[src/ui_sender_pkg.sv]
// Shared constants and types for the acknowledged connectionless UI sender
package ui_sender_pkg;

   // Address layout
   localparam int ADDR_W          = 7;
   localparam int BYTE_W          = 8;
   localparam int STATIONS        = 128;
   localparam logic [6:0] GLOBAL_ADDR     = 7'h7F;
   localparam logic [6:0] SPECIAL_HI      = 7'h03;
   localparam logic [6:0] SPECIAL_ACKLESS = 7'h03;
   localparam logic [6:0] GROUP_LO        = 7'h60;
   localparam logic [6:0] GROUP_HI        = 7'h7E;

   // Leading address bit values
   localparam logic CR_COMMAND  = 1'b0;
   localparam logic CR_RESPONSE = 1'b1;
   localparam logic EXT_MORE    = 1'b0;
   localparam logic EXT_LAST    = 1'b1;

   // Control field codes, poll/final bit included
   localparam logic [7:0] UI_POLL_CTRL = 8'h13;
   localparam logic [7:0] URR_CTRL     = 8'hB3;
   localparam logic [7:0] URNR_CTRL    = 8'hBB;

   // Sizes
   localparam int MAX_DEST   = 8;
   localparam int DEST_IDX_W = 3;
   localparam int PAY_DEPTH  = 16;
   localparam int PAY_IDX_W  = 5;
   localparam int FIFO_DEPTH = 16;
   localparam int FIFO_W     = 9;
   localparam int CNT_W      = 8;
   localparam int TIMER_W    = 32;

   // Timing
   localparam int CLK_PERIOD_NS = 4;
   localparam int ACK_TIME_NS   = 100000;
   localparam int ACK_CYCLES    = (ACK_TIME_NS + CLK_PERIOD_NS - 1) / CLK_PERIOD_NS;
   localparam int N4_DEFAULT    = 3;

   // Completion codes
   localparam logic [1:0] DONE_OK       = 2'h0;
   localparam logic [1:0] DONE_ACK_FAIL = 2'h1;
   localparam logic [1:0] DONE_REJECT   = 2'h2;
   localparam logic [1:0] DONE_NO_RETRY = 2'h3;

   typedef enum logic [1:0] {
      AK_INDIVIDUAL,
      AK_GROUP,
      AK_SPECIAL,
      AK_GLOBAL
   } addr_kind_t;

   function automatic addr_kind_t addr_kind(input logic [6:0] a);
      if (a == GLOBAL_ADDR) begin
         return AK_GLOBAL;
      end else if (a <= SPECIAL_HI) begin
         return AK_SPECIAL;
      end else if (a >= GROUP_LO && a <= GROUP_HI) begin
         return AK_GROUP;
      end
      return AK_INDIVIDUAL;
   endfunction : addr_kind

endpackage : ui_sender_pkg

[src/ack_connectionless_ui_sender.sv]
// Acknowledged connectionless UI command sender with retransmission
// How it works
// One busy record shared by both procedures
// Full procedure set always active when running
// Frames carry source and destination addresses
// Source leading bit marks command or response
// All four destination address classes handled
// Source must be individual or special
// Poll bit always set on commands
// Information goes out in UI commands
// Send starts timer, clears transmission count
// Timeout retransmits, bumps count, restarts timer
// Prune group, global and answered addresses
// Keep special 3 unless sole remaining
// Retransmit only if eligible address remains
// Count reaching N4 reports acknowledgment failure
// Final acknowledgment stops timer, zeroes count
// Each exchange owns its timer and count
// Pending set per exchange, done when empty
`timescale 1ns/10ps
module ack_connectionless_ui_sender
   import ui_sender_pkg::*;
#(
   parameter int ACK_TICKS = ui_sender_pkg::ACK_CYCLES,
   parameter int N4        = ui_sender_pkg::N4_DEFAULT
) (
   input  wire logic                             ref_clk,
   input  wire logic                             reset,
   input  wire logic [ui_sender_pkg::ADDR_W-1:0] src_addr,
   input  wire logic                             dest_valid,
   input  wire logic [ui_sender_pkg::ADDR_W-1:0] dest_addr,
   output logic                                  dest_ready,
   input  wire logic                             pay_valid,
   input  wire logic [ui_sender_pkg::BYTE_W-1:0] pay_data,
   input  wire logic                             pay_last,
   output logic                                  pay_ready,
   output logic                                  tx_valid,
   output logic      [ui_sender_pkg::BYTE_W-1:0] tx_data,
   output logic                                  tx_last,
   input  wire logic                             tx_ready,
   input  wire logic                             resp_valid,
   input  wire logic [ui_sender_pkg::ADDR_W-1:0] resp_src,
   input  wire logic                             resp_cr,
   input  wire logic [ui_sender_pkg::BYTE_W-1:0] resp_ctrl,
   input  wire logic                             t1_stat_valid,
   input  wire logic [ui_sender_pkg::ADDR_W-1:0] t1_stat_addr,
   input  wire logic                             t1_stat_busy,
   input  wire logic [ui_sender_pkg::ADDR_W-1:0] stat_query_addr,
   output logic                                  stat_busy,
   output logic                                  done_valid,
   output logic      [1:0]                       done_code,
   output logic                                  engine_busy
);
   import ui_sender_pkg::*;

   typedef enum logic [2:0] {
      ST_IDLE,
      ST_LOAD,
      ST_TX_SRC,
      ST_TX_DST,
      ST_TX_CTL,
      ST_TX_PAY,
      ST_WAIT
   } state_t;

   typedef struct packed {
      state_t                             state;
      logic [MAX_DEST-1:0][ADDR_W-1:0]    dst;
      logic [MAX_DEST-1:0]                used;
      logic [MAX_DEST-1:0]                pend;
      logic [DEST_IDX_W:0]                ndst;
      logic [PAY_DEPTH-1:0][BYTE_W-1:0]   pay;
      logic [PAY_IDX_W-1:0]               plen;
      logic [PAY_IDX_W-1:0]               idx;
      logic [TIMER_W-1:0]                 timer;
      logic [CNT_W-1:0]                   txcnt;
      logic [STATIONS-1:0]                remote_busy;
      logic                               tx_valid;
      logic [BYTE_W-1:0]                  tx_data;
      logic                               tx_last;
      logic                               done_valid;
      logic [1:0]                         done_code;
      logic                               stat_busy;
   } sender_state_t;

   sender_state_t r_reg;
   sender_state_t r_next;

   logic              fifo_valid;
   logic [FIFO_W-1:0] fifo_data;
   logic              fifo_ready;

   localparam logic [TIMER_W-1:0] ACK_LOAD = TIMER_W'(ACK_TICKS);
   localparam logic [CNT_W-1:0]   N4_MAX   = CNT_W'(N4);

   // Acknowledgment expected only from individual and non-3 special
   function automatic logic expects_ack(input logic [ADDR_W-1:0] a);
      addr_kind_t k;
      k = addr_kind(a);
      return (k == AK_INDIVIDUAL) || (k == AK_SPECIAL && a != SPECIAL_ACKLESS);
   endfunction : expects_ack

   function automatic logic [DEST_IDX_W-1:0] last_used(input logic [MAX_DEST-1:0] u);
      logic [DEST_IDX_W-1:0] l;
      l = '0;
      for (int i = 0; i < MAX_DEST; i++) begin
         if (u[i]) begin
            l = DEST_IDX_W'(i);
         end
      end
      return l;
   endfunction : last_used

   ui_fifo #(
      .WIDTH (FIFO_W),
      .DEPTH (FIFO_DEPTH)
   ) u_fifo (
      .ref_clk   (ref_clk),
      .reset     (reset),
      .in_valid  (pay_valid),
      .in_data   ({pay_last, pay_data}),
      .in_ready  (pay_ready),
      .out_valid (fifo_valid),
      .out_data  (fifo_data),
      .out_ready (fifo_ready)
   );

   // Payload drained only between exchanges, so the FIFO backs up
   assign fifo_ready  = (r_reg.state == ST_IDLE) || (r_reg.state == ST_LOAD);
   assign dest_ready  = (r_reg.state == ST_IDLE) && (r_reg.ndst < (DEST_IDX_W + 1)'(MAX_DEST));
   assign tx_valid    = r_reg.tx_valid;
   assign tx_data     = r_reg.tx_data;
   assign tx_last     = r_reg.tx_last;
   assign done_valid  = r_reg.done_valid;
   assign done_code   = r_reg.done_code;
   assign stat_busy   = r_reg.stat_busy;
   assign engine_busy = (r_reg.state != ST_IDLE) && (r_reg.state != ST_LOAD);

   always_comb begin
      logic                  can_emit;
      logic                  src_ok;
      logic                  is_last;
      logic [MAX_DEST-1:0]   keep;
      logic                  eligible;
      logic [DEST_IDX_W-1:0] di;
      can_emit = !r_reg.tx_valid || tx_ready;
      src_ok   = (addr_kind(src_addr) == AK_INDIVIDUAL) || (addr_kind(src_addr) == AK_SPECIAL);
      is_last  = 1'b0;
      keep     = '0;
      eligible = 1'b0;
      di       = r_reg.idx[DEST_IDX_W-1:0];

      r_next            = r_reg;
      r_next.done_valid = 1'b0;
      if (r_reg.tx_valid && tx_ready) begin
         r_next.tx_valid = 1'b0;
         r_next.tx_last  = 1'b0;
      end

      // Shared remote status record, Type 1 updates included
      if (t1_stat_valid) begin
         r_next.remote_busy[t1_stat_addr] = t1_stat_busy;
      end
      if (resp_valid && resp_cr == CR_RESPONSE && (resp_ctrl == URR_CTRL || resp_ctrl == URNR_CTRL)) begin
         r_next.remote_busy[resp_src] = (resp_ctrl == URNR_CTRL);
         if (r_reg.state != ST_IDLE && r_reg.state != ST_LOAD) begin
            for (int i = 0; i < MAX_DEST; i++) begin
               if (r_reg.used[i] && r_reg.dst[i] == resp_src) begin
                  r_next.pend[i] = 1'b0;
               end
            end
         end
      end
      r_next.stat_busy = r_reg.remote_busy[stat_query_addr];

      // Whole procedure set runs whenever out of reset
      case (r_reg.state)
         ST_IDLE, ST_LOAD: begin
            if (r_reg.state == ST_IDLE && dest_valid && dest_ready) begin
               r_next.dst[r_reg.ndst[DEST_IDX_W-1:0]]  = dest_addr;
               r_next.used[r_reg.ndst[DEST_IDX_W-1:0]] = 1'b1;
               r_next.pend[r_reg.ndst[DEST_IDX_W-1:0]] = expects_ack(dest_addr);
               r_next.ndst = r_reg.ndst + 1'b1;
            end
            if (fifo_valid) begin
               r_next.state = ST_LOAD;
               if (r_reg.plen < PAY_IDX_W'(PAY_DEPTH)) begin
                  r_next.pay[r_reg.plen[PAY_IDX_W-2:0]] = fifo_data[BYTE_W-1:0];
                  r_next.plen = r_reg.plen + 1'b1;
               end
               if (fifo_data[FIFO_W-1]) begin
                  if (!src_ok || r_reg.ndst == '0) begin
                     r_next.state      = ST_IDLE;
                     r_next.done_valid = 1'b1;
                     r_next.done_code  = DONE_REJECT;
                     r_next.used       = '0;
                     r_next.pend       = '0;
                     r_next.ndst       = '0;
                     r_next.plen       = '0;
                  end else begin
                     r_next.state = ST_TX_SRC;
                     r_next.txcnt = '0;
                  end
               end
            end
         end
         ST_TX_SRC: begin
            if (can_emit) begin
               r_next.tx_valid = 1'b1;
               r_next.tx_data  = {src_addr, CR_COMMAND};
               r_next.tx_last  = 1'b0;
               r_next.idx      = '0;
               r_next.state    = ST_TX_DST;
            end
         end
         ST_TX_DST: begin
            is_last = (di == last_used(r_reg.used));
            if (!r_reg.used[di]) begin
               r_next.idx = r_reg.idx + 1'b1;
            end else if (can_emit) begin
               r_next.tx_valid = 1'b1;
               r_next.tx_data  = {r_reg.dst[di], is_last ? EXT_LAST : EXT_MORE};
               r_next.tx_last  = 1'b0;
               r_next.idx      = r_reg.idx + 1'b1;
               if (is_last) begin
                  r_next.state = ST_TX_CTL;
               end
            end
         end
         ST_TX_CTL: begin
            if (can_emit) begin
               r_next.tx_valid = 1'b1;
               r_next.tx_data  = UI_POLL_CTRL;
               r_next.idx      = '0;
               if (r_reg.plen == '0) begin
                  r_next.tx_last = 1'b1;
                  r_next.timer   = ACK_LOAD;
                  r_next.state   = ST_WAIT;
               end else begin
                  r_next.tx_last = 1'b0;
                  r_next.state   = ST_TX_PAY;
               end
            end
         end
         ST_TX_PAY: begin
            if (can_emit) begin
               is_last         = (r_reg.idx == r_reg.plen - 1'b1);
               r_next.tx_valid = 1'b1;
               r_next.tx_data  = r_reg.pay[r_reg.idx[PAY_IDX_W-2:0]];
               r_next.tx_last  = is_last;
               r_next.idx      = r_reg.idx + 1'b1;
               if (is_last) begin
                  r_next.timer = ACK_LOAD;
                  r_next.state = ST_WAIT;
               end
            end
         end
         ST_WAIT: begin
            if (r_reg.pend == '0 && !r_reg.tx_valid) begin
               r_next.state      = ST_IDLE;
               r_next.timer      = '0;
               r_next.txcnt      = '0;
               r_next.done_valid = 1'b1;
               r_next.done_code  = DONE_OK;
            end else if (r_reg.timer != '0) begin
               r_next.timer = r_reg.timer - 1'b1;
            end else if (r_reg.txcnt == N4_MAX) begin
               r_next.state      = ST_IDLE;
               r_next.done_valid = 1'b1;
               r_next.done_code  = DONE_ACK_FAIL;
            end else begin
               for (int i = 0; i < MAX_DEST; i++) begin
                  keep[i] = r_reg.used[i] && ((expects_ack(r_reg.dst[i]) && r_reg.pend[i])
                            || r_reg.dst[i] == SPECIAL_ACKLESS);
                  if (keep[i] && r_reg.dst[i] != SPECIAL_ACKLESS) begin
                     eligible = 1'b1;
                  end
               end
               if (eligible) begin
                  r_next.used  = keep;
                  r_next.txcnt = r_reg.txcnt + 1'b1;
                  r_next.state = ST_TX_SRC;
               end else begin
                  r_next.state      = ST_IDLE;
                  r_next.done_valid = 1'b1;
                  r_next.done_code  = DONE_NO_RETRY;
               end
            end
            if (r_next.state == ST_IDLE) begin
               r_next.used = '0;
               r_next.pend = '0;
               r_next.ndst = '0;
               r_next.plen = '0;
            end
         end
         default: begin
            r_next.state = ST_IDLE;
         end
      endcase
   end

   always_ff @(posedge ref_clk) begin
      if (reset) begin
         r_reg <= '{state: ST_IDLE, default: '0};
      end else begin
         r_reg <= r_next;
      end
   end
endmodule : ack_connectionless_ui_sender

[src/ui_fifo.sv]
// Parameterised valid/ready FIFO between upper layer and sender
`timescale 1ns/10ps
module ui_fifo #(
   parameter int WIDTH = 9,
   parameter int DEPTH = 16
) (
   input  wire logic             ref_clk,
   input  wire logic             reset,
   input  wire logic             in_valid,
   input  wire logic [WIDTH-1:0] in_data,
   output logic                  in_ready,
   output logic                  out_valid,
   output logic      [WIDTH-1:0] out_data,
   input  wire logic             out_ready
);
   localparam int PTR_W = $clog2(DEPTH) + 1;

   typedef struct packed {
      logic [DEPTH-1:0][WIDTH-1:0] mem;
      logic [PTR_W-1:0]            wr;
      logic [PTR_W-1:0]            rd;
   } fifo_state_t;

   fifo_state_t r_reg;
   fifo_state_t r_next;
   logic        full;
   logic        empty;

   assign empty     = (r_reg.wr == r_reg.rd);
   assign full      = (r_reg.wr[PTR_W-2:0] == r_reg.rd[PTR_W-2:0]) && (r_reg.wr[PTR_W-1] != r_reg.rd[PTR_W-1]);
   assign in_ready  = !full;
   assign out_valid = !empty;
   assign out_data  = r_reg.mem[r_reg.rd[PTR_W-2:0]];

   always_comb begin
      r_next = r_reg;
      if (in_valid && !full) begin
         r_next.mem[r_reg.wr[PTR_W-2:0]] = in_data;
         r_next.wr = r_reg.wr + 1'b1;
      end
      if (out_ready && !empty) begin
         r_next.rd = r_reg.rd + 1'b1;
      end
   end

   always_ff @(posedge ref_clk) begin
      if (reset) begin
         r_reg.mem <= '0;
         r_reg.wr  <= '0;
         r_reg.rd  <= '0;
      end else begin
         r_reg <= r_next;
      end
   end
endmodule : ui_fifo

[config.mk]
export PLATFORM = sky130hd
export DESIGN_NAME = ack_connectionless_ui_sender
export DESIGN_NICKNAME = d
export VERILOG_FILES = /design/src/ui_sender_pkg.sv /design/src/ack_connectionless_ui_sender.sv /design/src/ui_fifo.sv
export SDC_FILE = /design/constraint.sdc
export NUM_CORES = 2
export LEC_CHECK = 0
export ABC_AREA = 1
export BUFFER_PORTS_ARGS = -buffer_cell sky130_fd_sc_hd__buf_2
export CAP_MARGIN = 20
export CORE_MARGIN = 10
export CORE_UTILIZATION = 45
export DETAILED_ROUTE_END_ITERATION = 16
export MAX_ROUTING_LAYER = met4
export PLACE_DENSITY = 0.64
export SLEW_MARGIN = 20
export SYNTH_ARGS = -nofsm -noshare
export SYNTH_HDL_FRONTEND = slang
export SYNTH_SLANG_ARGS = --single-unit
[constraint.sdc]
create_clock -name ref_clk -period 1.9 [get_ports ref_clk]
set_input_delay 0.38 -clock ref_clk [delete_from_list [all_inputs] [get_ports ref_clk]]
set_output_delay 0.38 -clock ref_clk [all_outputs]
set_load 0.02 [all_outputs]
### Word-level counts from Yosys, hierarchy flattened

Cells that the tools add are included.

* bits in registers: 553
* output and inout port bits: 17
* word-level logic and storage cells: 587
* bits of input ports: 61

* bitwise logic cells: 2
* reduce and logical (&&, ||, !) cells: 125
* add/sub/neg operators: 8
* equal/unequal tests: 83
* magnitude comparators: 46
* muxes and demuxes: 266

Operators with widths (number)
* $bwmux W128: 3
* $mux W128: 2
* $mux W2: 78
* $mux W153: 1
* $bwmux W144: 1
* $mux W133: 1
* $mux W8: 14
* $mux W32: 3
* $pmux W32 S3: 1
* $mux W1: 94
* $mux W20: 4
* $mux W3: 26
* $mux W37: 2
* $eq A7 B7 Y1 const B: 10
* $ge A7 B7 Y1 const B: 10
* $le A7 B2 Y1 const B: 10
* $le A7 B7 Y1 const B: 10
* $logic_and A1 B1 Y1: 67
* $ne A7 B2 Y1 const B: 9
* $bwmux W56: 1
* $eq A7 B2 Y1 const B: 8
* $eq A7 B7 Y1: 8
* $mux W10: 5
* $mux W40: 1
* other kinds (68): 161

### Logic depth before layout (Yosys ltp)

* word-level depth: 41
* mapped depth: 16
* depth with buffers taken out: 16

### By module

Synthesis repeated with hierarchy kept, for this count alone.

* cell total of the unflattened synthesis: 5099
* area total of the unflattened synthesis: 31918.1 um^2

Modules (own cells, without submodules)
* ack_connectionless_ui_sender: cells an instance 3649, area each 23032.1 um^2, instances 1
* ui_fifo: cells an instance 1450, area each 8886.0 um^2, instances 1

### Worst setup path after synthesis

Ideal clock, no wire load.

* path type: reg-to-reg
* from: reg r_reg[398] (netlist bit)
* to: reg r_reg[330] (netlist bit)
* stages on the path, launching flop included: 13
* data arrival time: 1932 ps
* setup time: 132 ps
* path slack: -165 ps
* data required time: 1768 ps
* cells stage by stage: dfxtp_1 -> inv_2 -> ha_1 -> buf_2 -> clkinv_1 -> buf_1 -> o2111ai_1 -> nor2_1 -> nand2_1 -> nand2_1 -> nand2_1 -> o211ai_1 -> a21oi_1

* longest elaborated chain between the ends: 10
* elaborated cells on any way between the ends: 23
* classes of those cells: 3 x eq/ne; 12 x mux; 8 x reduce/logical

RTL lines
* start, declared: line ack_connectionless_ui_sender.sv:86 `sender_state_t r_reg;`
* start signal, assigned: line ack_connectionless_ui_sender.sv:306 `r_reg <= r_next;`
* $ne A3 B1 Y1 / $reduce_bool A3 Y1 (equally long branches)
* $logic_and A1 B1 Y1 (*)
* named net engine_busy: line ack_connectionless_ui_sender.sv:52 `output logic engine_busy`
* $mux W8 (*): line ack_connectionless_ui_sender.sv:166 `if (r_reg.state != ST_IDLE && r_reg.state != ST_LOAD) begin`
* $mux W8 (*): line ack_connectionless_ui_sender.sv:164 `if (resp_valid && resp_cr == CR_RESPONSE && (resp_ctrl == URR_CTRL || resp_ctrl == URNR_CTRL)) begin`
* $bwmux W8: line ack_connectionless_ui_sender.sv:182 `r_next.pend[r_reg.ndst[DEST_IDX_W-1:0]] = expects_ack(dest_addr);`
* $mux W20: line ack_connectionless_ui_sender.sv:179 `if (r_reg.state == ST_IDLE && dest_valid && dest_ready) begin`
* $mux W20: line ack_connectionless_ui_sender.sv:192 `if (!src_ok || r_reg.ndst == '0) begin`
* $mux W20: line ack_connectionless_ui_sender.sv:191 `if (fifo_data[FIFO_W-1]) begin`
* $mux W153: line ack_connectionless_ui_sender.sv:185 `if (fifo_valid) begin`
* $pmux W20 S2 (*): line ack_connectionless_ui_sender.sv:177 `case (r_reg.state)`

The timed path passes the listed nets; every way through them passes the cells marked *. The select of a mux whose other input is x is not followed.
A chain may end at the register's enable or synchronous reset.

### Worst setup path in the final report

* from: reg r_reg[183] (netlist bit)
* to: reg r_reg (netlist bit tx_data[2])

* longest elaborated chain between the ends: 5
* elaborated cells on any way between the ends: 12
* classes of those cells: 1 x eq/ne; 10 x mux; 1 x reduce/logical

RTL lines
* $bmux W7 S3: line ack_connectionless_ui_sender.sv:222 `r_next.tx_data = {r_reg.dst[di], is_last ? EXT_LAST : EXT_MORE};`
* $mux W7 (implied by the code): line ack_connectionless_ui_sender.sv:222
* $mux W10: line ack_connectionless_ui_sender.sv:220 `end else if (can_emit) begin`
* $mux W10: line ack_connectionless_ui_sender.sv:218 `if (!r_reg.used[di]) begin`
* $pmux W10 S4: line ack_connectionless_ui_sender.sv:177

Parallel ways exist; a longest one is shown, timed or not. The select of a mux whose other input is x is not followed.

==> flow_summary.json <==
{
  "die_h_um": 279.4,
  "hold_viol_final": 0,
  "cts_root_buf": "clkbuf_16",
  "layout_common_cells": "789 x nand2_1, 591 x a21oi_1, 551 x o21ai_0",
  "gr-total-overflow": 0,
  "yosysWarnings": 0,
  "clk_pin_slew_ns": 0.06,
  "grt_start_max_net_pins": 72,
  "ys_seq_area_share_pct": 36.55,
  "clock_power_share_pct": 26.4,
  "grt_pass1_wl_um": 161400,
  "finalSetupViolations": 181,
  "cpMaxStageDelayCell": "o21ai_0",
  "synth_mux_area_share_pct": 0,
  "worstRegToRegCells": 7,
  "largest_register_ffs": 385,
  "report.final.slew_viol_count": 0,
  "clock_sinks": 553,
  "ys_types": 52,
  "pin_count": 78,
  "p_int_uw": 27210,
  "cp_num_buf_inv": 1,
  "critical_path_depth": 7,
  "crit_arrival_ns": 2.78,
  "syn_area_mm2": 0.03029,
  "post-route-min-period_ns": 2.186,
  "p_seq_share_pct": 28.9,
  "max_slew_margin_pct": 48.30,
  "synth-compound-area-share_pct": 26.91,
  "max-clock-path-buffers": 3,
  "num_rows": 95,
  "synthCells": 4584,
  "nNetsFinal": 5002,
  "fin_ws_ns": -0.2856,
  "setup.worst_path.end_class": "register",
  "cts_buffers": 61,
  "totalWireLength_um": 112300,
  "synthToLayoutAreaGrowth_pct": 30.69,
  "avgViaCountPerCell": 5.733,
  "p_comb_share_pct": 44.6,
  "dieArea_mm2": 0.07809,
  "whs_path_depth": 3,
  "wl_per_cell_um": 19.22,
  "grt_util_all_layers_pct": 25.86,
  "layout-drive-gt1-share_pct": 22.86,
  "clock-skew-final_ns": 0.03009,
  "io_buffers": 77,
  "rsz0062_at_grt": "true",
  "max_stage_delay_ns": 0.62,
  "dp_hpwl_um": 67650,
  "htree_num_levels": 2,
  "crit_required_ns": 2.50,
  "synth_top_family_by_area": "compound AO/OA/AOI/OAI gates",
  "leakage_uw": 0.01514,
  "core-area_mm2": 0.06692,
  "tightest_slew_ns": 0.7675,
  "vdd_drop_max_mv": 1.051,
  "critical_path.cell_chain": "buf_12 -> o21ai_0 -> o21ai_0 -> nand2_1 -> nand3_1 -> nand3_1 -> a31oi_1",
  "status": "finished with violations",
  "syn-mean-instance-area_um2": 6.608,
  "ys_ff_latch": 553,
  "drv_cap": 0,
  "critical_path.max_fanout": 42,
  "path_delay_family": "compound AO/OA/AOI/OAI gates",
  "yosys.area_share.xor_xnor_pct": 1.041,
  "synth_fa_ha_area_share_pct": 0.7435,
  "ant_nets": 0,
  "netlist.area_leader.share_pct": 36.55,
  "drt_pre_antenna_iters": 5,
  "synthTopCellsByArea": "dfxtp_1 37%, o21ai_0 11%, a21oi_1 11%",
  "drtIter0Drc": 3869,
  "start_util_pct": 45.26,
  "post-route-drc-count": 0,
  "fmax_ghz": 0.4575,
  "antenna_found_initial": 0,
  "post-route-period-util_pct": 115.0,
  "cts_tree": "done",
  "synth_nets": 4663,
  "violations": "setup timing",
  "chipWidth_um": 279.4,
  "hold_class": "in -> reg",
  "powerDensity_mw_per_mm2": 1154,
  "fin_hold_ws_ns": 0.03989,
  "final_common_cell": "nand2_1",
  "setup-tns-final_ns": -16.31,
  "p_switching_uw": 18450,
  "place.gp.congestion": 0.9590,
  "synthSimpleGateAreaFrac_pct": 24.14,
  "clock_latency_ns": 0.67,
  "switching_share_pct": 40.41,
  "critPathKind": "reg -> reg",
  "fill_cells": 6158,
  "grt_pass1_vias": 28810,
  "startpoint_type": "register",
  "via_count": 33500,
  "yosysTopAreaCell": "dfxtp_1"
}
==> per-layer routing <==
layer  vias up  track usage [%]  wire length, µm
li1      16140                -                -
met1     15510            36.18            48900
met3       284            3.611             9984
met2      1564            38.46            49690
met5         -                -                0
met4         0            7.096             3704
==> worst paths after layout <==
check	start	end	slack, ns
worst min register to register	u_fifo.r_reg[125]$_SDFFE_PP0P_	u_fifo.r_reg[125]$_SDFFE_PP0P_	0.44
worst max-delay path	r_reg[183]$_SDFFE_PP0P_	tx_data[2]$_SDFFE_PP0P_	-0.29
worst min-delay path	src_addr[4]	tx_data[5]$_SDFFE_PP0P_	0.04
worst max register to register	r_reg[183]$_SDFFE_PP0P_	tx_data[2]$_SDFFE_PP0P_	-0.29
==> stage by stage <==
| stage | setup slack (ns) | area [µm²] | cells | power (µW) | util [%] |
|---|---|---|---|---|---|
| after global routing | -0.3370 | 39580 | 5842 | 47640 | 59.15 |
| after detailed placement | -0.1507 | 34210 | 5611 | 27930 | 51.12 |
| after CTS | -0.1414 | 36750 | 5744 | 40380 | 54.91 |
| after global placement | -0.1098 | 34210 | 5611 | 27870 | 51.12 |
| after floorplan | 0.004490 | 30320 | 4584 | 22310 | - |
| final | -0.2856 | 39590 | 5843 | 45670 | 59.15 |
==> what timing repair did <==
action,4_1_cts,5_1_grt
setup buffers,21,67
resized for setup,90,571
hold endpoints to repair,1,0
hold buffers,1,0
endpoints found under the setup margin,169,338
pin swaps,27,151
cloned,3,35
==> area by class of cell <==
cell class	count	area [µm²]	share of cell area [%]
clock buffer	92	1783	4.504
timing repair inverter	3	21.27	0.05373
sequential	553	11100	28.04
inverter	452	1794	4.533
multi-input combinational	3275	17820	45.01
antenna	1	2.502	0.006322
timing repair buffer	577	5773	14.58
clock inverter	17	201.4	0.5089
tap	873	1092	2.759
==> worst min-delay path, stage by stage <==
cell	delay, ns
buf_2	0.09
a22oi_1	0.08
a31oi_1	0.12
==> synth_stat cells (all sizes together) <==
library cell,count
xor2,19
o2111ai,11
nor3,50
a311oi,91
nor4,7
o21bai,1
a21oi,669
nand2,885
buf,144
o221ai,2
xnor2,17
nor2b,1
a211oi,4
o22ai,13
a221oi,1
dfxtp,553
nor3b,6
ha,18
o211ai,19
inv,446
clkbuf,172
nand3,277
o21a,2
a31oi,12
and2,1
nor2,385
nand3b,13
a22oi,2
and3,1
or2,8
clkinv,6
nand4,46
o21ai,702
==> power by group through the flow <==
stage / registers, µW / logic [µW] / clock network (µW)
floorplan: 13100 / 9210 / 0
global placement: 13300 / 14500 / 0
detailed placement: 13300 / 14600 / 0
CTS: 13100 / 15200 / 12100
global route: 13300 / 21700 / 12600
finish: 13200 / 20400 / 12100
==> kinds of logic (layout without fill, tap and decap cells) <==
group                    Yosys count  after routing
AND/OR/NAND/NOR                 1680           1692
AO/OA/AOI/OAI                   1529           1529
buffers and inverters            768           1141
XOR/XNOR                          36             36
adder cells (fa/ha/maj)           18             18
other                              0              1
flip-flops                       553            553
Note: power is estimated with default switching activity, not from simulation.
